`config.mk`:
```
export PLATFORM = sky130hd
export DESIGN_NAME = aal_alu
export DESIGN_NICKNAME = d
export VERILOG_FILES = /design/src/aal_pkg.sv /design/src/aal_alu.sv
export VERILOG_INCLUDE_DIRS = /design/src
export SDC_FILE = /design/constraint.sdc
export NUM_CORES = 1
export LEC_CHECK = 0
export BUFFER_PORTS_ARGS = -buffer_cell sky130_fd_sc_hd__buf_2
export CAP_MARGIN = 20
export CORE_ASPECT_RATIO = 0.5
export CORE_MARGIN = 2
export CORE_UTILIZATION = 50
export CTS_BUF_LIST = sky130_fd_sc_hd__clkbuf_8 sky130_fd_sc_hd__clkbuf_16
export DETAILED_ROUTE_END_ITERATION = 10
export GPL_TIMING_DRIVEN = 0
export HOLD_SLACK_MARGIN = 0.12
export PLACE_DENSITY_LB_ADDON = 0.2
export REMOVE_ABC_BUFFERS = 1
export SKIP_CTS_REPAIR_TIMING = 1
export SYNTH_ARGS = -nofsm -noshare
export SYNTH_HDL_FRONTEND = slang
export SYNTH_SLANG_ARGS = --single-unit
```
`constraint.sdc`:
```
create_clock -name clock -period 3.3 [get_ports clock]
set_input_delay 0.33 -clock clock [delete_from_list [all_inputs] [get_ports clock]]
set_output_delay 0.33 -clock clock [all_outputs]
set_load 0.05 [all_outputs]
```
`src/aal_params.svh`:
```
// Purpose: Offsets, field positions and reset values of the add and logic datapath
// Assumes: Byte addresses on a 32-bit classic Wishbone slave, one register per word
// Notes:   Included by its bare name from the datapath module
`ifndef AAL_PARAMS_SVH
`define AAL_PARAMS_SVH

// Register byte offsets
`define AAL_OFS_CMD   8'h00
`define AAL_OFS_OPND  8'h04
`define AAL_OFS_ACCA  8'h08
`define AAL_OFS_ACCB  8'h0C
`define AAL_OFS_ACCD  8'h10
`define AAL_OFS_CCR   8'h14
`define AAL_OFS_STAT  8'h18

// Condition code bit positions
`define AAL_CCR_S     7
`define AAL_CCR_X     6
`define AAL_CCR_H     5
`define AAL_CCR_I     4
`define AAL_CCR_N     3
`define AAL_CCR_Z     2
`define AAL_CCR_V     1
`define AAL_CCR_C     0

// Operand bit that feeds the half-carry
`define AAL_HALF_BIT  3

// Mask whose only zero is the interrupt mask position
`define AAL_IMASK_CLR 8'hEF

// Command and status fields
`define AAL_CMD_OP_MSB   2
`define AAL_STAT_OPEN    0
`define AAL_STAT_BAD     1
`define AAL_STAT_OP_LSB  4
`define AAL_STAT_OP_MSB  6

// Reset values
`define AAL_RST_CCR   8'h10
`define AAL_RST_ACC   8'h00
`define AAL_RST_OPND  16'h0000

`endif

```
`src/aal_pkg.sv`:
```
// Purpose: Types shared by the add and logic datapath
// Assumes: Constants live in aal_params.svh
// Notes:   All module state is one packed struct
`default_nettype none
package aal_pkg;

   // Operations started by a write to the command register
   typedef enum logic [2:0] {
      OP_ADD_SECOND  = 3'h0,
      OP_DOUBLE_ADD  = 3'h1,
      OP_AND_FIRST   = 3'h2,
      OP_AND_SECOND  = 3'h3,
      OP_MASK_FLAGS  = 3'h4,
      OP_CLEAR_IMASK = 3'h5,
      OP_SPARE       = 3'h6,
      OP_IDLE        = 3'h7
   } aal_op_e;

   // Whole state of the datapath
   typedef struct packed {
      logic [7:0]  accA;
      logic [7:0]  accB;
      logic [7:0]  condition_code_register;
      logic [15:0] operand;
      aal_op_e     lastOp;
      logic        badOp;
      logic        exec;
      logic        holdOff;
      logic        intOpen;
      logic        ack;
      logic [31:0] rdata;
   } aal_state_s;

endpackage
`default_nettype wire

```
`src/aal_alu.sv`:
```
// Purpose: Add and logic datapath with condition flags behind a Wishbone slave
// Assumes: Sequencer writes the memory operand, then the command; one op per write
// Notes:   Operation and flags commit on the edge that completes the command write
//
// Our own choices: the register addresses and the Wishbone interface to the registers.
`include "aal_params.svh"
`timescale 1ns/1ns
`default_nettype none

module aal_alu (
   input  wire logic        clock,    // Core clock, 125 MHz
   input  wire logic        rst_n,    // Asynchronous reset, active low
   input  wire logic        cyc_i,    // Wishbone cycle
   input  wire logic        stb_i,    // Wishbone strobe
   input  wire logic        we_i,     // Wishbone write enable
   input  wire logic [7:0]  adr_i,    // Wishbone byte address
   input  wire logic [3:0]  sel_i,    // Wishbone byte lanes
   input  wire logic [31:0] dat_i,    // Wishbone write data
   output logic      [31:0] dat_o,    // Wishbone read data
   output logic             ack_o,    // Wishbone acknowledge
   output logic      [7:0]  accA,     // First accumulator
   output logic      [7:0]  accB,     // Second accumulator
   output logic      [7:0]  condition_code_register,      // Condition code register
   output logic             intOpen   // Interrupt requests may be accepted
);

   aal_pkg::aal_state_s s_q;
   aal_pkg::aal_state_s s_d;
   aal_pkg::aal_op_e    opIn;
   logic [7:0]          sum8;
   logic [15:0]         sum16;
   logic [7:0]          and8;
   logic [31:0]         rdNext;
   logic                wrFire;
   logic                rdTake;

   // Carry term a.m + m.~r + ~r.a
   function automatic logic carryTerm(input logic a, input logic m, input logic r);
      return (a & m) | (m & ~r) | (~r & a);
   endfunction

   // Two's complement overflow term a.m.~r + ~a.~m.r
   function automatic logic ovfTerm(input logic a, input logic m, input logic r);
      return (a & m & ~r) | (~a & ~m & r);
   endfunction

   // Flag register with negative and zero taken from an 8-bit result
   function automatic logic [7:0] withNz8(input logic [7:0] f, input logic [7:0] res);
      logic [7:0] o;
      o = f;
      o[`AAL_CCR_N] = res[7];
      o[`AAL_CCR_Z] = ~|res;
      return o;
   endfunction

   // Merge the two low byte lanes of a write into a 16-bit value
   function automatic logic [15:0] mergeLanes(input logic [15:0] old,
                                              input logic [15:0] nw,
                                              input logic [1:0]  sel);
      logic [15:0] o;
      o = old;
      if (sel[0]) begin
         o[7:0] = nw[7:0];
      end
      if (sel[1]) begin
         o[15:8] = nw[15:8];
      end
      return o;
   endfunction

   // Bus events: write commits and read data is latched
   assign wrFire = cyc_i & stb_i & we_i & s_q.ack;
   assign rdTake = cyc_i & stb_i & ~we_i & ~s_q.ack;

   // Read multiplexer, unmapped addresses read zero
   always_comb begin
      rdNext = 32'h0000_0000;
      case (adr_i)
         `AAL_OFS_CMD: begin
            rdNext[`AAL_CMD_OP_MSB:0] = s_q.lastOp;
         end
         `AAL_OFS_OPND: begin
            rdNext[15:0] = s_q.operand;
         end
         `AAL_OFS_ACCA: begin
            rdNext[7:0] = s_q.accA;
         end
         `AAL_OFS_ACCB: begin
            rdNext[7:0] = s_q.accB;
         end
         `AAL_OFS_ACCD: begin
            rdNext[15:0] = {s_q.accA, s_q.accB};
         end
         `AAL_OFS_CCR: begin
            rdNext[7:0] = s_q.condition_code_register;
         end
         `AAL_OFS_STAT: begin
            rdNext[`AAL_STAT_OPEN] = s_q.intOpen;
            rdNext[`AAL_STAT_BAD] = s_q.badOp;
            rdNext[`AAL_STAT_OP_MSB:`AAL_STAT_OP_LSB] = s_q.lastOp;
         end
         default: begin
            rdNext = 32'h0000_0000;
         end
      endcase
   end

   // Next state: bus answer, register writes and operation execution
   always_comb begin
      s_d = s_q;
      opIn = aal_pkg::aal_op_e'(dat_i[`AAL_CMD_OP_MSB:0]);
      sum8 = 8'(s_q.accB + s_q.operand[7:0]);
      sum16 = 16'({s_q.accA, s_q.accB} + s_q.operand);
      and8 = 8'h00;
      s_d.ack = cyc_i & stb_i & ~s_q.ack;
      s_d.exec = 1'b0;
      if (rdTake) begin
         s_d.rdata = rdNext;
      end
      if (wrFire) begin
         case (adr_i)
            `AAL_OFS_CMD: begin
               if (sel_i[0]) begin
                  s_d.exec = 1'b1;
                  s_d.lastOp = opIn;
                  s_d.badOp = 1'b0;
                  // Flags not listed for an operation keep their values
                  case (opIn)
                     aal_pkg::OP_ADD_SECOND: begin
                        s_d.accB = sum8;
                        s_d.condition_code_register[`AAL_CCR_H] = carryTerm(s_q.accB[`AAL_HALF_BIT],
                           s_q.operand[`AAL_HALF_BIT], sum8[`AAL_HALF_BIT]);
                        s_d.condition_code_register = withNz8(s_d.condition_code_register, sum8);
                        s_d.condition_code_register[`AAL_CCR_V] = ovfTerm(s_q.accB[7],
                           s_q.operand[7], sum8[7]);
                        s_d.condition_code_register[`AAL_CCR_C] = carryTerm(s_q.accB[7],
                           s_q.operand[7], sum8[7]);
                     end
                     aal_pkg::OP_DOUBLE_ADD: begin
                        {s_d.accA, s_d.accB} = sum16;
                        s_d.condition_code_register[`AAL_CCR_N] = sum16[15];
                        s_d.condition_code_register[`AAL_CCR_Z] = ~|sum16;
                        s_d.condition_code_register[`AAL_CCR_V] = ovfTerm(s_q.accA[7],
                           s_q.operand[15], sum16[15]);
                        s_d.condition_code_register[`AAL_CCR_C] = carryTerm(s_q.accA[7],
                           s_q.operand[15], sum16[15]);
                     end
                     aal_pkg::OP_AND_FIRST: begin
                        and8 = s_q.accA & s_q.operand[7:0];
                        s_d.accA = and8;
                        s_d.condition_code_register = withNz8(s_d.condition_code_register, and8);
                        s_d.condition_code_register[`AAL_CCR_V] = 1'b0;
                     end
                     aal_pkg::OP_AND_SECOND: begin
                        and8 = s_q.accB & s_q.operand[7:0];
                        s_d.accB = and8;
                        s_d.condition_code_register = withNz8(s_d.condition_code_register, and8);
                        s_d.condition_code_register[`AAL_CCR_V] = 1'b0;
                     end
                     aal_pkg::OP_MASK_FLAGS: begin
                        s_d.condition_code_register = s_q.condition_code_register & s_q.operand[7:0];
                     end
                     aal_pkg::OP_CLEAR_IMASK: begin
                        s_d.condition_code_register = s_q.condition_code_register & `AAL_IMASK_CLR;
                     end
                     default: begin
                        s_d.badOp = 1'b1;
                        s_d.exec = 1'b0;
                        s_d.lastOp = s_q.lastOp;
                     end
                  endcase
               end
            end
            `AAL_OFS_OPND: begin
               s_d.operand = mergeLanes(s_q.operand, dat_i[15:0], sel_i[1:0]);
            end
            `AAL_OFS_ACCA: begin
               if (sel_i[0]) begin
                  s_d.accA = dat_i[7:0];
               end
            end
            `AAL_OFS_ACCB: begin
               if (sel_i[0]) begin
                  s_d.accB = dat_i[7:0];
               end
            end
            `AAL_OFS_ACCD: begin
               {s_d.accA, s_d.accB} = mergeLanes({s_q.accA, s_q.accB},
                  dat_i[15:0], sel_i[1:0]);
            end
            `AAL_OFS_CCR: begin
               if (sel_i[0]) begin
                  s_d.condition_code_register = dat_i[7:0];
               end
            end
            default: begin
               s_d.exec = 1'b0;
            end
         endcase
      end
      // A falling interrupt mask holds requests off for one more cycle
      s_d.holdOff = s_q.condition_code_register[`AAL_CCR_I] & ~s_d.condition_code_register[`AAL_CCR_I];
      s_d.intOpen = ~s_d.condition_code_register[`AAL_CCR_I] & ~s_d.holdOff;
   end

   // State register
   always_ff @(posedge clock or negedge rst_n) begin
      if (!rst_n) begin
         s_q <= '0;
         s_q.accA <= `AAL_RST_ACC;
         s_q.accB <= `AAL_RST_ACC;
         s_q.condition_code_register <= `AAL_RST_CCR;
         s_q.operand <= `AAL_RST_OPND;
         s_q.lastOp <= aal_pkg::OP_IDLE;
      end else begin
         s_q <= s_d;
      end
   end

   // Outputs straight from the state register
   assign dat_o = s_q.rdata;
   assign ack_o = s_q.ack;
   assign accA = s_q.accA;
   assign accB = s_q.accB;
   assign condition_code_register = s_q.condition_code_register;
   assign intOpen = s_q.intOpen;
endmodule
`default_nettype wire

```
==> flow_metrics.tcl <==
set metrics [dict create \
    fraction_of_synthesis_flops_using_an_asynchronous_set_or_reset_pin_pct 100.0 \
    route.detailed.drc 0 \
    clk_pin_slew_ns 0.05 \
    fin_hold_ws_ns 0.08590 \
    synth_sequential_area_ratio_pct 32.51 \
    tritoncts "built" \
    run_status "finished, violations left" \
    min-delay-path-class "in -> async" \
    worst_setup_path_start_kind "flop" \
    core_sq_mm 0.009384 \
    timing.final.crit_share_pct 108.3 \
    yosys.area_share.adder_pct 6.377 \
    m1WireLength_mm 6.972 \
    synth_top_family_by_area "compound AO/OA/AOI/OAI gates" \
    synthesized_area_fraction_occupied_by_and_or_nand_nor_cells_pct 18.37 \
    timing.critical_path.slowest_stage_cell "sky130_fd_sc_hd__fa_2" \
    crit_chain "ha_4, or3_4, a221o_1, a221oi_4, o21ai_2, a21oi_1, o21bai_1, fa_2, or3_4, a211oi_2, nand4_1, o31ai_2" \
    core.rowCount 25 \
    drt-initial-drc-count 559 \
    number_of_distinct_library_cells_after_synthesis 65 \
    design.die.area_sq_mm 0.01042 \
    nets 652 \
    clkSinkCount 62 \
    clock.fmax_mhz 279.7 \
    post_synth.cell_area_avg_sq_um 8.752 \
    cp_max_fo 5 \
    via_count 4436 \
    drv.max_cap_violation_count 0 \
    grt_pass1_vias 3906 \
    dominant_synthesized_flop_cell "sky130_fd_sc_hd__dfrtp_1" \
    report.final.hold_viol_count 0 \
    timing.critical_path.required_ns 3.54 \
    numPlacedInstances 672 \
    power_per_cell_area_mw_per_mm2 406.7 \
    report.final.setup_viol 4 \
    insertedDiodeCount 0 \
    final.setup.worst_slack_ns -0.2747 \
    buffer_depth_of_the_longest_clock_path 2 \
    netlist_area_sq_mm 0.004787 \
    hpwl_after_detailed_placement_mm 10.32 \
    violated_checks "setup timing" \
    mostFrequentLayoutCells "71 x sky130_fd_sc_hd__buf_2, 57 x sky130_fd_sc_hd__nor2_1, 48 x sky130_fd_sc_hd__dfrtp_1, 45 x sky130_fd_sc_hd__nand2_1, 31 x sky130_fd_sc_hd__a21oi_1" \
    wl_met3_mm 1.461 \
    rsz0062_at_grt "true" \
    drtPass1Iterations 6 \
    fillers 877 \
    final_common_cell "sky130_fd_sc_hd__buf_2" \
    route.antenna.remaining_nets 0 \
    layout-area-overhead-vs-synth_pct 12.36 \
    power.ir.vdd_worst_mv 0.2718 \
    grt_util_all_layers_pct 28.70 \
    critPathKind "reg -> reg" \
    final_layout_size_suffix_gt1_share_pct 27.65 \
    synthXorXnorAreaFrac_pct 2.013 \
    max-slew-margin-rel_pct 31.35 \
    power.leakage_nw 2.515 \
    postSynthCellCount 547 \
    initial_core_utilization_pct 51.01 \
    routed_via_density 6.274 \
    critical-path-top-delay-family "compound AO/OA/AOI/OAI gates" \
    buffer_ports.inserted 72 \
    slowest_cell_delay_on_critical_path_ns 0.48 \
    timing.critical_path.buf_inv 0 \
    grt_max_degree 63 \
    global_route.overflow_total 0 \
    synth_compound_area_share_pct 22.63 \
    detail_route.wirelength_mm 14.72 \
    ctsRootBufferMaster "sky130_fd_sc_hd__clkbuf_16" \
    globalplace.congestion 0.9453 \
    timing.final.max_slew_violations 0 \
    fin_worst_skew_ns 0.005895 \
    worstPathArrival_ns 3.82 \
    post_synthesis_sequential_element_count 62 \
    place_worst_setup_slack_ns -0.5093 \
    die_width_um 142.4 \
    highest_layer "met4" \
    ioPinCount 107 \
    clock_insertion_delay_worst_skew_ns 0.34 \
    cts-buffers-inserted 9 \
    ys.warnings.count 0 \
    worst-slew-pin-transition_ns 1.030 \
    multiplexer_share_of_the_synthesized_area_pct 5.254 \
    synth_edf_count 0 \
    end_kind "flop" \
    grt_antenna_before_repair 0 \
    cts.htree.levels 3 \
    path_common_cell "sky130_fd_sc_hd__or3_4" \
    wl_per_cell_um 20.83 \
    routed-wl-met2_mm 6.176 \
    grt_first_pass_wirelength_mm 22.22 \
    timing.final.crit_period_ns 3.575 \
    fp.dieH_um 73.19 \
    final-instance-count-excl-fill 707 \
]
## logic make-up after synthesis
group / count (synthesis)
simple gates: 178
fa+ha+maj: 22
buf+inv: 96
xor+xnor: 11
flops: 62
compound gates: 154
other cells: 1
mux: 23
## state kept, by name (all words and copies together) (netlist names)
register	flops
accA	8
accB	8
s_q	20
ack_o	1
intOpen	1
condition_code_register	8
dat_o	16
## per-layer routing
| metal | GRT usage [%] | up-vias |
|---|---|---|
| met5 | 0 | - |
| met4 | 6.931 | 0 |
| met3 | 7.480 | 8 |
| met2 | 41.44 | 245 |
| met1 | 42.85 | 2156 |
| li1 | - | 2027 |
## power by group
part / internal, W / switching (W)
clock network: 0.000673 / 0.000345
logic: 0.0000763 / 0.000277
registers: 0.000796 / 0.0000202
total: 0.00154 / 0.000643
## Yosys cell counts, types with 3 or more instances
cell type,count,share of area (%)
sky130_fd_sc_hd__nand2_1,45,3.5
sky130_fd_sc_hd__mux2_2,17,4.0
sky130_fd_sc_hd__and2_1,4,0.52
sky130_fd_sc_hd__a22oi_1,15,2.4
sky130_fd_sc_hd__buf_4,56,8.8
sky130_fd_sc_hd__nor3_1,12,1.3
sky130_fd_sc_hd__a222oi_1,9,1.9
sky130_fd_sc_hd__xor2_1,5,0.91
sky130_fd_sc_hd__nand3_1,12,1.3
sky130_fd_sc_hd__nor2_1,57,4.5
sky130_fd_sc_hd__xnor2_1,6,1.1
sky130_fd_sc_hd__nand4_1,5,0.65
sky130_fd_sc_hd__a21o_1,7,1.1
sky130_fd_sc_hd__a221o_1,3,0.63
sky130_fd_sc_hd__a21oi_1,32,3.3
sky130_fd_sc_hd__o21ai_0,25,2.6
sky130_fd_sc_hd__a21boi_0,3,0.47
sky130_fd_sc_hd__inv_1,12,0.94
sky130_fd_sc_hd__a211oi_1,3,0.47
sky130_fd_sc_hd__nand2b_1,4,0.52
sky130_fd_sc_hd__fa_1,4,1.7
sky130_fd_sc_hd__a221oi_1,15,2.7
sky130_fd_sc_hd__dfrtp_1,58,30
sky130_fd_sc_hd__and3_1,11,1.4
sky130_fd_sc_hd__mux2i_1,6,1.3
sky130_fd_sc_hd__a22o_1,6,1.1
sky130_fd_sc_hd__a31oi_1,16,2.1
sky130_fd_sc_hd__nor2b_1,5,0.65
sky130_fd_sc_hd__buf_6,5,1.2
sky130_fd_sc_hd__ha_1,18,4.7
sky130_fd_sc_hd__dfstp_2,4,2.2
sky130_fd_sc_hd__clkbuf_1,20,1.6
sky130_fd_sc_hd__nor4_1,3,0.39
## path summary, 6_finish.rpt
kind,startpoint,to,slack [ns],depth (start not counted)
min in group clock,dat_i[12],s_q[52]$_DFFE_PN0P_,0.25,2
worst min register to register,condition_code_register[4]$_DFF_PN1_,condition_code_register[4]$_DFF_PN1_,0.47,2
worst max register to register,s_q[44]$_DFFE_PN0P_,condition_code_register[2]$_DFFE_PN0P_,-0.27,12
worst max-delay path,s_q[44]$_DFFE_PN0P_,condition_code_register[2]$_DFFE_PN0P_,-0.27,12
max in group asynchronous,rst_n,s_q[42]$_DFFE_PN0P_,2.63,1
worst min-delay path,rst_n,intOpen$_DFF_PN0_,0.09,1
## metrics by stage
stage          util (%)  instance area [sq um]  TNS [ns]  power, W
6_report          57.32                   5379   -0.5711  0.002188
5_1_grt           57.32                   5379    -1.070  0.002266
4_1_cts           54.61                   5125    -1.569  0.002199
3_5_place_dp      51.24                   4808    -1.483  0.001181
3_3_place_gp      51.04                   4790    -1.460  0.001177
2_1_floorplan         -                   4278   -0.7260  0.001060
## worst reg2reg max path: cells and delay by family (launching register included)
family | cells | cell delay, ns
flip-flops | 1 | 0.47
AND/OR/NAND/NOR | 3 | 0.84
adder cells (fa/ha/maj) | 2 | 0.68
AO/OA/AOI/OAI | 7 | 1.50
## layout make-up
class / count / area [sq um] / share of cell area [%]
Multi-Input combinational cell: 404 / 2780 / 51.69
Sequential cell: 62 / 1569 / 29.17
Timing Repair Buffer: 92 / 516.7 / 9.607
Clock buffer: 10 / 239.0 / 4.443
Tap cell: 121 / 151.4 / 2.815
Clock inverter: 6 / 77.57 / 1.442
Inverter: 12 / 45.04 / 0.8374
No activity file was read; power rests on OpenSTA's default activity.
